## config.mk

```make
export PLATFORM = sky130hd
export DESIGN_NAME = uart_channel
export DESIGN_NICKNAME = d
export VERILOG_FILES = /design/src/uart_chan_pkg.sv /design/src/uart_channel.sv
export VERILOG_INCLUDE_DIRS = /design/src
export SDC_FILE = /design/constraint.sdc
export NUM_CORES = 1
export LEC_CHECK = 0
export BUFFER_PORTS_ARGS = -buffer_cell sky130_fd_sc_hd__buf_2
export CAP_MARGIN = 15
export CORE_MARGIN = 8
export CORE_UTILIZATION = 40
export DETAILED_ROUTE_END_ITERATION = 10
export GPL_ROUTABILITY_DRIVEN = 0
export PLACE_DENSITY = 0.57
export SYNTH_ARGS = -nofsm -noshare
export SYNTH_HDL_FRONTEND = slang
export SYNTH_SLANG_ARGS = --single-unit
```

## constraint.sdc

```tcl
create_clock -name REF_CLK -period 6.23 [get_ports REF_CLK]
set_input_delay 0.623 -clock REF_CLK [delete_from_list [all_inputs] [get_ports REF_CLK]]
set_output_delay 0.623 -clock REF_CLK [all_outputs]
set_load 0.02 [all_outputs]
```

## src/uart_chan_regs.svh

```systemverilog
// Register offsets, field positions, reset values and bit timing of one channel.
// Included by the channel module and by the bench; definitions only.
`ifndef UART_CHAN_REGS_SVH
`define UART_CHAN_REGS_SVH
`define OFS_DATA 3'h0
`define OFS_IER 3'h1
`define OFS_ISR 3'h2
`define OFS_LCR 3'h3
`define OFS_MCR 3'h4
`define OFS_LSR 3'h5
`define OFS_MSR 3'h6
`define OFS_SPR 3'h7
`define LCR_DIV_ACCESS 7
`define LCR_BREAK 6
`define LCR_STICK 5
`define LCR_EVEN 4
`define LCR_PAR_EN 3
`define LCR_STOP2 2
`define MCR_LOOP 4
`define MCR_RTS 1
`define MCR_DTR 0
`define FCR_QUEUE_EN 0
`define FCR_RX_CLR 1
`define FCR_TX_CLR 2
`define IER_RX 0
`define IER_TX 1
`define IER_LINE 2
`define IER_MODEM 3
`define AFR_CONCURRENT 0
`define IER_MASK 8'h0F
`define FCR_MASK 8'hC9
`define MCR_MASK 8'h1F
`define AFR_MASK 8'h07
`define RST_REG 8'h00
`define RST_DIV_LOW 8'h01
`define HALF_BIT_LAST 4'h7
`define BIT_LAST 4'hF
`define TO_WORDS 4
`define TO_EXTRA_BITS 12
`define TICKS_PER_BIT 16
`define ISR_NONE 4'h1
`define ISR_LINE 4'h6
`define ISR_RXDATA 4'h4
`define ISR_TIMEOUT 4'hC
`define ISR_TXEMPTY 4'h2
`define ISR_MODEM 4'h0
`endif

```

## src/uart_chan_pkg.sv

```systemverilog
// Types shared by the serial channel: shifter state codes.
// Assumes nothing beyond the register header.
`default_nettype none
package uart_chan_pkg;
  // Gray codes along idle, start, data, parity, stop
  typedef enum logic [2:0] {
    T_IDLE = 3'h0, T_START = 3'h1, T_DATA = 3'h3, T_PAR = 3'h2, T_STOP = 3'h6
  } tx_state_t;
  typedef enum logic [2:0] {
    R_IDLE = 3'h0, R_START = 3'h1, R_DATA = 3'h3, R_PAR = 3'h2, R_STOP = 3'h6
  } rx_state_t;
endpackage
`default_nettype wire

```

## src/uart_channel.sv

```systemverilog
// One asynchronous serial channel: register decode, transmit queue and shifter,
// receive shifter and queue with error tags, time-out, loopback.
// Assumes bus strobes and serial inputs are synchronous to REF_CLK.
//
// Operation
// - Transmit the lowest data bit first after the start bit.
// - With queuing on, each transmit write pushes one byte into the 16-entry queue; a write to a full queue is dropped.
// - Without queuing, holding-empty sets when the byte moves into the shifter.
// - Holding-empty raises the transmit interrupt only when its enable is set.
// - Without queuing, shifter-empty sets once the shifter has fully emptied.
// - With queuing, accept 16 bytes; holding-empty whenever the queue is empty.
// - With queuing, shifter-empty only when queue and shifter are both empty.
// - After a falling edge, sample at count 8; accept start only if still low.
// - Sample every data and stop bit at mid-bit with the same counting.
// - Receive queue holds 16 entries of 8 data bits plus three error tags.
// - Each receive read advances the queue and refreshes error status bits.
// - Receive interrupt on each character or at the trigger level, when enabled.
// - With queuing, time-out interrupt after four words plus 12 bit times without a character.
// - With queuing, receive reads return characters oldest first.
// - Loopback bit routes the shifter output into the receiver; all else works.
// - In loopback the serial output idles high, modem outputs off, inputs ignored.
// - Three address lines plus chip select and channel pick select a register.
// - Offset 0 is receive/transmit data, or low divisor with divisor access set.
// - Offsets 1 and 2 switch between divisor high/alternate and enable/status/queue.
// - Offsets 3 to 7 are fixed; writes to line and modem status are ignored.
// - One bit period is exactly 16 ticks of the 16X clock.
// - Frame is start, data bits, optional parity, then one or two stop bits.
`default_nettype none
`include "uart_chan_regs.svh"
module uart_channel
  import uart_chan_pkg::*;
#(
  parameter int DEPTH = 16,
  parameter bit CHAN_ID = 1'b0
) (
  input wire logic REF_CLK,
  input wire logic RESETN,
  input wire logic CS_N,
  input wire logic CHANNEL_PICK,
  input wire logic [2:0] ADDR,
  input wire logic IOR_N,
  input wire logic IOW_N,
  input wire logic [7:0] D_IN,
  output logic [7:0] D_OUT,
  output logic D_OE,
  input wire logic RX,
  input wire logic CTS_N,
  input wire logic DSR_N,
  input wire logic CARRIER_DETECT_N,
  input wire logic RING_INDICATE_N,
  output logic TX,
  output logic RTS_N,
  output logic DTR_N,
  output logic INT
);
  localparam int AW = $clog2(DEPTH);

  // Trigger levels up to 14 need at least 16 entries
  initial begin
    if (DEPTH < 16 || DEPTH != (1 << AW)) begin
      $error("DEPTH must be a power of two of at least 16");
    end
  end

  // Parity over the configured word length; stick parity forces a constant
  function automatic logic par_bit(input logic [7:0] d, input logic [7:0] lc);
    logic [7:0] m;
    m = d & (8'hFF >> (2'h3 - lc[1:0]));
    if (lc[`LCR_STICK]) begin
      par_bit = ~lc[`LCR_EVEN];
    end else begin
      par_bit = lc[`LCR_EVEN] ? ^m : ~^m;
    end
  endfunction

  logic [7:0] line_control, modem_control, interrupt_enable, queue_control, alternate_function, scratch_pad, dll, divisor_high;
  logic iow_q, ior_q;
  logic [3:0] ra;
  tx_state_t tx_state;
  rx_state_t rx_state;

  // Bus decode: channel pick selects this channel, concurrent write opens both
  wire pick = !CS_N && (CHANNEL_PICK == CHAN_ID);
  wire wr_now = !IOW_N && !CS_N && (CHANNEL_PICK == CHAN_ID || alternate_function[`AFR_CONCURRENT]);
  wire rd_now = !IOR_N && pick;
  wire wr = wr_now && !iow_q;
  // Read side effects act at the end of the strobe so the data stays stable
  wire rd_end = ior_q && !rd_now;
  wire dlab = line_control[`LCR_DIV_ACCESS];
  wire [7:0] wdec = wr ? (8'h01 << ADDR) : 8'h00;
  wire wr_thr = wdec[`OFS_DATA] && !dlab;
  wire wr_dll = wdec[`OFS_DATA] && dlab;
  wire wr_dlm = wdec[`OFS_IER] && dlab;
  wire wr_ier = wdec[`OFS_IER] && !dlab;
  wire wr_afr = wdec[`OFS_ISR] && dlab;
  wire wr_fcr = wdec[`OFS_ISR] && !dlab;
  wire rd_rhr_end = rd_end && ra == {1'b0, `OFS_DATA};
  wire rd_lsr_end = rd_end && ra[2:0] == `OFS_LSR;
  wire rd_msr_end = rd_end && ra[2:0] == `OFS_MSR;
  wire fifo_en = queue_control[`FCR_QUEUE_EN];
  wire loop = modem_control[`MCR_LOOP];
  wire chg_en = wr_fcr && (D_IN[`FCR_QUEUE_EN] != fifo_en);
  wire tx_clr = wr_fcr && (D_IN[`FCR_TX_CLR] || chg_en);
  wire rx_clr = wr_fcr && (D_IN[`FCR_RX_CLR] || chg_en);
  // Without queuing each direction holds a single character
  wire [AW:0] cap = fifo_en ? (AW+1)'(DEPTH) : (AW+1)'(1);

  // Strobe history and latched read address
  always_ff @(posedge REF_CLK or negedge RESETN) begin
    if (!RESETN) begin
      iow_q <= 1'b0;
      ior_q <= 1'b0;
      ra <= 4'h0;
    end else begin
      iow_q <= wr_now;
      ior_q <= rd_now;
      if (rd_now) ra <= {dlab, ADDR};
    end
  end

  // Control registers; line and modem status offsets take no write
  always_ff @(posedge REF_CLK or negedge RESETN) begin
    if (!RESETN) begin
      line_control <= `RST_REG;
      modem_control <= `RST_REG;
      interrupt_enable <= `RST_REG;
      queue_control <= `RST_REG;
      alternate_function <= `RST_REG;
      scratch_pad <= `RST_REG;
      dll <= `RST_DIV_LOW;
      divisor_high <= `RST_REG;
    end else begin
      if (wdec[`OFS_LCR]) line_control <= D_IN;
      if (wdec[`OFS_MCR]) modem_control <= D_IN & `MCR_MASK;
      if (wdec[`OFS_SPR]) scratch_pad <= D_IN;
      if (wr_ier) interrupt_enable <= D_IN & `IER_MASK;
      if (wr_fcr) queue_control <= D_IN & `FCR_MASK;
      if (wr_afr) alternate_function <= D_IN & `AFR_MASK;
      if (wr_dll) dll <= D_IN;
      if (wr_dlm) divisor_high <= D_IN;
    end
  end

  // 16X tick from the divisor; a zero divisor behaves as one
  logic [15:0] baud_cnt;
  wire [15:0] div = {divisor_high, dll};
  wire [15:0] div_m1 = (div == 16'h0000) ? 16'h0000 : div - 16'h0001;
  wire tick = baud_cnt >= div_m1;
  always_ff @(posedge REF_CLK or negedge RESETN) begin
    if (!RESETN) baud_cnt <= 16'h0000;
    else baud_cnt <= tick ? 16'h0000 : baud_cnt + 16'h0001;
  end

  // Transmit queue
  logic [7:0] txq [DEPTH];
  logic [AW-1:0] tx_wp, tx_rp;
  logic [AW:0] tx_cnt;
  logic [3:0] tx_phase;
  logic [2:0] tx_idx;
  logic [7:0] tx_byte;
  wire tx_push = wr_thr && (tx_cnt < cap);
  wire tx_pop = tx_state == T_IDLE && tx_cnt != '0 && !tx_clr;
  wire thre = tx_cnt == '0;
  wire temt = thre && tx_state == T_IDLE;
  wire [2:0] last_idx = 3'h4 + {1'b0, line_control[1:0]};
  wire bit_end = tick && tx_phase == `BIT_LAST;

  always_ff @(posedge REF_CLK) begin
    if (tx_push) txq[tx_wp] <= D_IN;
  end

  always_ff @(posedge REF_CLK or negedge RESETN) begin
    if (!RESETN) begin
      tx_wp <= '0;
      tx_rp <= '0;
      tx_cnt <= '0;
    end else if (tx_clr) begin
      tx_wp <= '0;
      tx_rp <= '0;
      tx_cnt <= '0;
    end else begin
      tx_wp <= tx_wp + AW'(tx_push);
      tx_rp <= tx_rp + AW'(tx_pop);
      tx_cnt <= tx_cnt + (AW+1)'(tx_push) - (AW+1)'(tx_pop);
    end
  end

  // Transmit shifter: the idle state loads the next byte at once
  always_ff @(posedge REF_CLK or negedge RESETN) begin
    if (!RESETN) begin
      tx_state <= T_IDLE;
      tx_phase <= 4'h0;
      tx_idx <= 3'h0;
      tx_byte <= 8'h00;
    end else if (tx_state == T_IDLE) begin
      tx_phase <= 4'h0;
      if (tx_pop) begin
        tx_byte <= txq[tx_rp];
        tx_state <= T_START;
      end
    end else if (tick) begin
      tx_phase <= tx_phase + 4'h1;
      if (bit_end) begin
        unique case (tx_state)
          T_START: begin
            tx_state <= T_DATA;
            tx_idx <= 3'h0;
          end
          T_DATA: begin
            tx_idx <= tx_idx + 3'h1;
            if (tx_idx == last_idx) begin
              tx_state <= line_control[`LCR_PAR_EN] ? T_PAR : T_STOP;
              tx_idx <= 3'h0;
            end
          end
          T_PAR: tx_state <= T_STOP;
          T_STOP: begin
            tx_idx <= tx_idx + 3'h1;
            if (tx_idx == {2'b00, line_control[`LCR_STOP2]}) tx_state <= T_IDLE;
          end
          default: tx_state <= T_IDLE;
        endcase
      end
    end
  end

  // Serial level before break and loopback
  logic tx_line;
  always_comb begin
    unique case (tx_state)
      T_START: tx_line = 1'b0;
      T_DATA: tx_line = tx_byte[tx_idx];
      T_PAR: tx_line = par_bit(tx_byte, line_control);
      default: tx_line = 1'b1;
    endcase
  end
  wire tx_out = tx_line && !line_control[`LCR_BREAK];

  // Receiver input: loopback takes the shifter output and ignores the pin
  wire rx_in = loop ? tx_out : RX;
  logic rx_prev;
  logic [3:0] rx_phase;
  logic [2:0] rx_idx;
  logic [7:0] rx_byte;
  logic rx_pe;
  wire rx_bit_end = tick && rx_phase == `BIT_LAST;
  wire rx_done = rx_state == R_STOP && rx_bit_end;

  always_ff @(posedge REF_CLK or negedge RESETN) begin
    if (!RESETN) begin
      rx_prev <= 1'b1;
      rx_state <= R_IDLE;
      rx_phase <= 4'h0;
      rx_idx <= 3'h0;
      rx_byte <= 8'h00;
      rx_pe <= 1'b0;
    end else begin
      rx_prev <= rx_in;
      unique case (rx_state)
        R_IDLE: begin
          rx_phase <= 4'h0;
          if (rx_prev && !rx_in) rx_state <= R_START;
        end
        R_START: if (tick) begin
          rx_phase <= rx_phase + 4'h1;
          if (rx_phase == `HALF_BIT_LAST) begin
            rx_phase <= 4'h0;
            rx_idx <= 3'h0;
            rx_byte <= 8'h00;
            rx_pe <= 1'b0;
            rx_state <= rx_in ? R_IDLE : R_DATA;
          end
        end
        R_DATA: if (tick) begin
          rx_phase <= rx_phase + 4'h1;
          if (rx_bit_end) begin
            rx_byte[rx_idx] <= rx_in;
            rx_idx <= rx_idx + 3'h1;
            if (rx_idx == last_idx) rx_state <= line_control[`LCR_PAR_EN] ? R_PAR : R_STOP;
          end
        end
        R_PAR: if (tick) begin
          rx_phase <= rx_phase + 4'h1;
          if (rx_bit_end) begin
            rx_pe <= rx_in != par_bit(rx_byte, line_control);
            rx_state <= R_STOP;
          end
        end
        R_STOP: if (tick) begin
          rx_phase <= rx_phase + 4'h1;
          if (rx_bit_end) rx_state <= R_IDLE;
        end
        default: rx_state <= R_IDLE;
      endcase
    end
  end

  // Receive queue entries: break, framing, parity, data
  logic [10:0] rxq [DEPTH];
  logic [AW-1:0] rx_wp, rx_rp;
  logic [AW:0] rx_cnt;
  logic overrun;
  wire rx_full = rx_cnt >= cap;
  wire rx_push = rx_done && !rx_full && !rx_clr;
  wire rx_pop = rd_rhr_end && rx_cnt != '0 && !rx_clr;
  wire [10:0] head = rxq[rx_rp];
  wire [2:0] tags = (rx_cnt != '0) ? head[10:8] : 3'h0;
  wire fe_now = !rx_in;
  wire [10:0] rx_entry = {fe_now && rx_byte == 8'h00 && !rx_pe, fe_now, rx_pe, rx_byte};

  always_ff @(posedge REF_CLK) begin
    if (rx_push) rxq[rx_wp] <= rx_entry;
  end

  always_ff @(posedge REF_CLK or negedge RESETN) begin
    if (!RESETN) begin
      rx_wp <= '0;
      rx_rp <= '0;
      rx_cnt <= '0;
    end else if (rx_clr) begin
      rx_wp <= '0;
      rx_rp <= '0;
      rx_cnt <= '0;
    end else begin
      rx_wp <= rx_wp + AW'(rx_push);
      rx_rp <= rx_rp + AW'(rx_pop);
      rx_cnt <= rx_cnt + (AW+1)'(rx_push) - (AW+1)'(rx_pop);
    end
  end

  // Overrun is sticky until a status read; a new overrun wins over the clear
  always_ff @(posedge REF_CLK or negedge RESETN) begin
    if (!RESETN) overrun <= 1'b0;
    else overrun <= (rx_done && rx_full) || (overrun && !rd_lsr_end);
  end

  // Time-out counts 16X ticks with queuing on while unread data waits and nothing arrives
  logic [9:0] to_cnt;
  wire [9:0] to_limit = 10'((`TO_WORDS * (5 + int'(line_control[1:0])) + `TO_EXTRA_BITS)
                            * `TICKS_PER_BIT);
  wire to_flag = to_cnt >= to_limit;
  always_ff @(posedge REF_CLK or negedge RESETN) begin
    if (!RESETN) to_cnt <= 10'h000;
    else if (rx_cnt == '0 || rx_push || rx_pop || !fifo_en) to_cnt <= 10'h000;
    else if (tick && !to_flag) to_cnt <= to_cnt + 10'h001;
  end

  // Trigger level picked by the queue control bits
  wire [AW:0] trig = (queue_control[7:6] == 2'h0) ? (AW+1)'(1) :
                     (queue_control[7:6] == 2'h1) ? (AW+1)'(4) :
                     (queue_control[7:6] == 2'h2) ? (AW+1)'(8) : (AW+1)'(14);
  wire rx_lvl = fifo_en ? (rx_cnt >= trig) : (rx_cnt != '0);

  // Modem inputs are ignored in loopback; deltas clear on a status read
  logic [3:0] mprev, mdelta;
  wire [3:0] mstat = loop ? 4'h0 : ~{CARRIER_DETECT_N, RING_INDICATE_N, DSR_N, CTS_N};
  always_ff @(posedge REF_CLK or negedge RESETN) begin
    if (!RESETN) begin
      mprev <= 4'h0;
      mdelta <= 4'h0;
    end else begin
      mprev <= mstat;
      mdelta <= (mstat ^ mprev) | (mdelta & ~{4{rd_msr_end}});
    end
  end

  // Interrupt priority: line, receive data, time-out, transmit, modem
  wire ls_int = interrupt_enable[`IER_LINE] && (overrun || tags != 3'h0);
  wire rx_int = interrupt_enable[`IER_RX] && rx_lvl;
  wire to_int = interrupt_enable[`IER_RX] && to_flag;
  wire tx_int = interrupt_enable[`IER_TX] && thre;
  wire ms_int = interrupt_enable[`IER_MODEM] && mdelta != 4'h0;
  wire [3:0] isr_id = ls_int ? `ISR_LINE : rx_int ? `ISR_RXDATA : to_int ? `ISR_TIMEOUT :
                      tx_int ? `ISR_TXEMPTY : ms_int ? `ISR_MODEM : `ISR_NONE;
  wire [7:0] line_status = {fifo_en && tags != 3'h0, temt, thre, tags, overrun, rx_cnt != '0};

  // Read selection by offset and divisor access
  logic [7:0] rmap [8];
  assign rmap[0] = dlab ? dll : head[7:0];
  assign rmap[1] = dlab ? divisor_high : interrupt_enable;
  assign rmap[2] = dlab ? alternate_function : {fifo_en, fifo_en, 2'b00, isr_id};
  assign rmap[3] = line_control;
  assign rmap[4] = modem_control;
  assign rmap[5] = line_status;
  assign rmap[6] = {mstat, mdelta};
  assign rmap[7] = scratch_pad;

  // Pins from flip-flops; loopback holds the line at mark and modem outputs off
  always_ff @(posedge REF_CLK or negedge RESETN) begin
    if (!RESETN) begin
      D_OUT <= 8'h00;
      D_OE <= 1'b0;
      TX <= 1'b1;
      RTS_N <= 1'b1;
      DTR_N <= 1'b1;
      INT <= 1'b0;
    end else begin
      D_OUT <= rd_now ? rmap[ADDR] : 8'h00;
      D_OE <= rd_now;
      TX <= loop || tx_out;
      RTS_N <= loop || !modem_control[`MCR_RTS];
      DTR_N <= loop || !modem_control[`MCR_DTR];
      INT <= isr_id != `ISR_NONE;
    end
  end
endmodule
`default_nettype wire

```

### After elaboration in Yosys (flattened, before gate mapping)

Memories as Yosys holds them, arrays and structs flattened. A register that Yosys moved wholly into a read port is not among the register bits.
Cells that the tools add are included.

| cells by class | value |
|---|---|
| $add $sub $neg | 19 |
| $lt $le $gt $ge | 9 |
| equal/unequal tests | 35 |
| shift-type cells | 2 |
| multiplexer cells | 91 |
| bitwise logic cells | 11 |
| reductions and logical operators | 103 |

Operator list:

| kind | count |
|---|---|
| $mux 8 | 11 |
| $mux 3 | 24 |
| $mux 4 | 15 |
| $logic_and 1x1->1 | 43 |
| $mux 16 | 2 |
| $bmux 8 s3 | 1 |
| $ne 2x2->1 const B | 11 |
| $mux 1 | 20 |
| $mux 10 | 2 |
| $logic_not 1->1 | 18 |
| $add 16x1->16 const B | 1 |
| $add 4x1->4 | 4 |
| $and 8x8->8 | 2 |
| $ge 16x16->1 | 1 |
| $logic_not 16->1 | 1 |
| $pmux 8 s2 | 1 |
| $reduce_xnor 8->1 | 2 |
| $reduce_xor 8->1 | 2 |
| $sub 16x1->16 const B | 1 |
| $mux 5 | 3 |
| $pmux 3 s5 | 1 |
| $reduce_and 5->1 | 3 |
| $eq 3x2->1 const B | 4 |
| $eq 3x3->1 const B | 4 |
| other kinds (60) | 93 |

| word-level totals | value |
|---|---|
| bits in registers | 157 |
| RAM bits | 304 |
| output and inout port bits | 13 |
| word-level logic and storage cells | 308 |
| memories kept | 2 |

Memory list:

| memory | depth | width | read ports | clocked after memory_dff | wr ports | line | RTL |
|---|---|---|---|---|---|---|---|
| rxq | 16 | 11 | 1 | 0 | 1 | uart_channel.sv:299 | `logic [10:0] rxq [DEPTH];` |
| txq | 16 | 8 | 1 | 1 | 1 | uart_channel.sv:155 | `logic [7:0] txq [DEPTH];` |

### Longest topological paths before layout

| depth | value |
|---|---|
| depth in word-level cells | 15 |
| mapped depth | 23 |
| depth with buffers taken out | 23 |

### Least setup slack after synthesis

OpenSTA, ideal clock, no wires.

| timing path | value |
|---|---|
| path kind | register to register |
| start | register dll[7] |
| end | register rx_cnt[4] |
| library setup time | 0.136 ns |
| data arrival time | 4.621 ns |
| data required time | 6.094 ns |
| setup slack | 1.473 ns |
| stages on the path, launching flop included | 24 |
| period minus slack after synthesis | 4.757 ns |
| path through | dfrtp_1 or4_1 or3_1 nor4_2 nand4b_1 buf_2 nand2_1 ha_1 nand4_1 nor3_1 a2111oi_4 and2_4 nor4_4 inv_1 ha_1 inv_1 ha_1 inv_1 fa_1 nor2_1 nor2_1 nor2_1 or3_1 a21oi_1 |

| on the way | value |
|---|---|
| cells in the longest elaborated chain, start to end | 10 |
| elaborated cells between the ends (all ways) | 11 |

Ends and longest elaborated chain:

| what | line | RTL |
|---|---|---|
| start: declaration | uart_channel.sv:76 | `logic [7:0] line_control, modem_control, interrupt_enable, queue_control, alternate_function, scratch_pad, dll ...` |
| start signal: assignment | uart_channel.sv:130 | `` dll <= `RST_DIV_LOW; `` |
| $sub 16x1->16 / $logic_not 16->1 (equally long branches) | uart_channel.sv:147 | `wire [15:0] div_m1 = (div == 16'h0000) ? 16'h0000 : div - 16'h0001;` |
| $mux 16 (*) | uart_channel.sv:147 |  |
| $ge 16x16->1 (*) | uart_channel.sv:148 | `wire tick = baud_cnt >= div_m1;` |
| $logic_and 1x1->1 (no source line) (*) | n/a |  |
| $logic_and 1x1->1 (*) | uart_channel.sv:247 | `wire rx_done = rx_state == R_STOP && rx_bit_end;` |
| $logic_and 1x1->1 (*) (2 in a row) | uart_channel.sv:304 | `wire rx_push = rx_done && !rx_full && !rx_clr;` |
| $add 5x1->5 (*) | uart_channel.sv:327 | `rx_cnt <= rx_cnt + (AW+1)'(rx_push) - (AW+1)'(rx_pop);` |
| $sub 5x1->5 (*) | uart_channel.sv:327 |  |
| $mux 5 (*) | uart_channel.sv:320 | `end else if (rx_clr) begin` |
| end signal: assignment | uart_channel.sv:327 |  |
| end: declaration | uart_channel.sv:301 | `logic [AW:0] rx_cnt;` |

Mark *: on every way between the ends. The rest lies on a longest branch, timed or not.
A chain may end at the register's enable or synchronous reset.

### Worst setup path after layout

| timing path | value |
|---|---|
| start | register dll[7] |
| end | memory rxq[3][6] (enable) |

| on the way | value |
|---|---|
| cells in the longest elaborated chain, start to end | 9 |
| elaborated cells between the ends (all ways) | 10 |

Ends and longest elaborated chain:

| what | line | RTL |
|---|---|---|
| $sub 16x1->16 / $logic_not 16->1 (equally long branches) | uart_channel.sv:147 |  |
| $mux 16 (*) | uart_channel.sv:147 |  |
| $ge 16x16->1 (*) | uart_channel.sv:148 |  |
| $logic_and 1x1->1 (no source line) (*) | n/a |  |
| $logic_and 1x1->1 (*) | uart_channel.sv:247 |  |
| $logic_and 1x1->1 (*) (2 in a row) | uart_channel.sv:304 |  |
| $mux 1 (*) | uart_channel.sv:312 | `if (rx_push) rxq[rx_wp] <= rx_entry;` |
| $mux 1 (not written as such) (*) | uart_channel.sv:312 |  |
| end: declaration | uart_channel.sv:299 |  |

Marked as above.

==> impl_metrics.py <==
metrics = {
    "flow_run": {
        "maxCapViolCount": 0,
    },
    "yosys": {
        "async_flop_share": 0.350,
        "yosys_warnings": 0,
        "seq_area_frac_synth": 0.617,
        "synth_area_per_cell_um2": 14.5,
        "synthesis.nets": 1562,
        "synthesis.area_mm2": 0.0215,
        "synth_edf_count": 304,
        "synthTopCellsByArea": "edfxtp_1 43%, dfrtp_1 19%, mux4_2 10%",
        "synth_top_cell_by_area": "edfxtp_1",
        "synth_seq_cells": 468,
        "syn-instance-count": 1476,
        "ys_types": 85,
        "synth_top_area_share": 0.425,
        "synth_flop_cell": "edfxtp_1",
    },
    "global_routing": {
        "grt_pass1_vias": 12700,
        "antenna_found_initial": 0,
        "top_usage_layer": "met2",
        "grt_max_degree": 59,
        "grt_overflow_total": 0,
        "grtUsageMet3": 0.0351,
        "globalRouteMet1Util": 0.233,
        "grt_pass1_wl_um": 78600,
        "track_usage": 0.169,
        "grt_util_met2": 0.269,
    },
    "timing": {
        "hold_viol": 0,
        "slew_headroom": 0.324,
        "final.setup.tns_ns": 0,
        "period_share": 0.872,
        "max_freq_mhz": 184,
        "fin_ws_ns": 0.796,
        "fin_skew_ns": 0.0194,
        "worst_pin_slew_ns": 1.01,
        "setup_viol": 0,
        "slew_violations": 0,
        "rsz0062_at_grt": "false",
        "fin_crit_ns": 5.43,
    },
    "setup_path": {
        "r2r_slack_ns": 0.80,
        "path_class": "reg2reg",
        "r2r_end": "rxq[3][6]$_DFFE_PP_",
        "crit_arrival_ns": 5.64,
        "cp_slowest_cell": "nor2_1",
        "critPathMaxStageDelay_ns": 0.76,
        "worstRegToRegCells": 14,
        "crit_path_end_kind": "flip-flop",
        "crit_chain": "or4_1, or3_1, nor4_2, nand3_1, xnor2_1, nand2_1, ha_1, nand4_1, nor3_1, a2111oi_4, and2_4, nor4_4, or3b_1, nor2_1",
        "crit_path_start": "dll[7]$_DFFE_PN0P_",
        "crit_fanout": 14,
        "endpoint": "rxq[3][6]$_DFFE_PP_",
        "required_ns": 6.44,
        "r2r-start": "dll[7]$_DFFE_PN0P_",
        "start_kind": "flip-flop",
    },
    "detailed_routing": {
        "vias": 12400,
        "via_per_inst": 5.49,
        "routed_wl_um": 51000,
        "post_drt_wl_per_cell_um": 22.5,
        "postRouteAntennaNets": 0,
        "dr.pass1.iters": 5,
        "drtIter0Drc": 969,
        "drc_errors": 0,
    },
    "clock_network": {
        "clock_latency_ns": 0.60,
        "cts-root-buf": "clkbuf_16",
        "clk_pin_slew_ns": 0.06,
        "cts_tree": "built",
        "cts_buffers": 50,
        "clk_path_buf_depth": 3,
        "cts-htree-levels": 2,
        "cts_sinks": 468,
    },
    "floorplan": {
        "dieWidth_um": 248,
        "initial_core_util": 0.402,
        "die_h_um": 248,
        "core_area_mm2": 0.0534,
        "rows": 85,
        "fp.dieArea_mm2": 0.0613,
        "top_level_ports": 35,
    },
    "status": {
        "status": "complete, no violations",
    },
    "final_layout": {
        "n_antenna_cell": 0,
        "drive_above_1_share": 0.209,
        "nFillCells": 4759,
        "syn_to_final_growth_pct": 11.7,
        "fin_nets": 1611,
    },
    "placement": {
        "place_hpwl_um": 34100,
        "post-place-ws_ns": 0.406,
        "port_buffers": 34,
    },
    "pwr": {
        "peakVddDrop_mv": 0.274,
        "p_per_area_mw_per_mm2": 391,
        "p_leak_nw": 8.88,
    },
    "hold_path": {
        "min_path_type": "in2reg",
    },
}
[flip-flops by register name, summed over array words and instances (netlist names), 5 cells and up]
name,cells
rxq,176
txq,128
baud_cnt,16
to_cnt,10
D_OUT,8
divisor_high,8
dll,8
line_control,8
rx_byte,8
scratch_pad,8
tx_byte,8
modem_control,5
rx_cnt,5
tx_cnt,5
[cell usage in the layout (no fill, tap or decap), types with 4 or more instances in the layout]
cell type,Yosys,routed
o31ai_1,11,11
clkbuf_8,2,6
and3_1,9,9
a211oi_1,10,10
clkbuf_16,0,50
buf_4,2,29
nand3_1,43,43
nor4_1,7,7
nor2b_1,24,24
nor2_1,124,124
nand3b_1,7,7
clkinv_2,0,6
and2_1,4,4
o21ai_0,55,55
mux2i_1,15,15
mux4_2,95,95
xor2_1,32,32
dfrtp_1,159,155
clkbuf_1,32,18
edfxtp_1,304,304
nor3_1,23,22
xnor2_1,39,39
dfrtp_2,0,4
ha_1,62,62
inv_1,55,55
dfstp_2,5,5
nand4_1,9,9
nand2_1,96,96
nand2b_1,12,12
a21oi_1,38,38
or3_1,12,12
clkinv_1,0,4
a31oi_1,12,12
buf_2,15,33
mux2_2,60,60
nor3b_1,5,5
[worst min-delay path by stage]
stage / from / to / slack [ns] / cells after the start
CTS: IOW_N / iow_q$_DFF_PN0_ / 0.21 / 2
detailed placement: ra[3]$_DFFE_PN0P_ / ra[3]$_DFFE_PN0P_ / 0.47 / 2
finish: IOW_N / iow_q$_DFF_PN0_ / 0.25 / 2
floorplan: RESETN / D_OE$_DFF_PN0_ / 0.33 / 0
global placement: ra[3]$_DFFE_PN0P_ / ra[3]$_DFFE_PN0P_ / 0.48 / 2
global route: IOW_N / iow_q$_DFF_PN0_ / 0.23 / 2
[per-layer routing]
| layer | share of wire | vias to the layer above |
|---|---|---|
| met2 | 0.47 | 306 |
| met5 | 0 | - |
| li1 | - | 5655 |
| met4 | 0.022 | 0 |
| met3 | 0.058 | 70 |
| met1 | 0.45 | 6390 |
[cell families after synthesis]
group                      share of synthesized area
AOI/OAI and AO/OA                             0.0544
DFF                                            0.617
buffers and inverters                         0.0268
adders and majority gates                     0.0380
and+or+nand+nor                               0.0936
muxes                                          0.139
xor gates and xnor gates                      0.0311
[Yosys cell counts, drive strengths merged (13+ instances only)]
| master | instances |
|---|---|
| edfxtp | 304 |
| mux2i | 15 |
| nor3 | 26 |
| clkbuf | 34 |
| nand2 | 98 |
| xnor2 | 39 |
| a21oi | 38 |
| o21ai | 55 |
| ha | 62 |
| nor2b | 25 |
| dfrtp | 159 |
| nand3 | 44 |
| mux2 | 60 |
| mux4 | 96 |
| a211oi | 13 |
| nor2 | 124 |
| inv | 55 |
| xor2 | 32 |
| buf | 34 |
[final cells by class]
class	count	area (um2)	area share
timing repair buffer	65	424	0.0177
clock inverter	19	171	0.00715
sequential	468	13200	0.552
tap	696	871	0.0363
clock buffer	74	1400	0.0585
inverter	55	206	0.00861
multi-input combinational	885	7660	0.319
[where the power goes]
group,internal (W),switching (W),total [W]
Combinational,0.00115,0.00123,0.00238
Sequential,0.00364,0.000492,0.00414
Clock,0.00161,0.00123,0.00285
[per-stage QoR]
step	total power [W]	utilization	cells	instance area, um2	hold WS, ns
floorplan	0.00585	-	1476	21500	0.327
global placement	0.00655	0.419	2166	22400	0.477
detailed placement	0.00661	0.419	2166	22400	0.474
CTS	0.00948	0.449	2260	24000	0.213
global route	0.00989	0.449	2262	24000	0.225
finish	0.00937	0.449	2262	24000	0.254
[critical path: cells and delay by family, from the launching register on]
family                     cells  cell delay, ns
and+or+nand+nor               11            4.01
xor gates and xnor gates       1            0.17
AOI/OAI and AO/OA              1            0.11
DFF                            1            0.44
adders and majority gates      1            0.31
[what timing repair did]
item | in CTS | in global routing
hold buffers | 1 | 0
gates resized for setup | 0 | 0
endpoints found under the setup margin | 0 | 12
hold endpoints to repair | 9 | 0
buffers inserted | 0 | 2
Note: power is estimated with default switching activity, not from simulation.
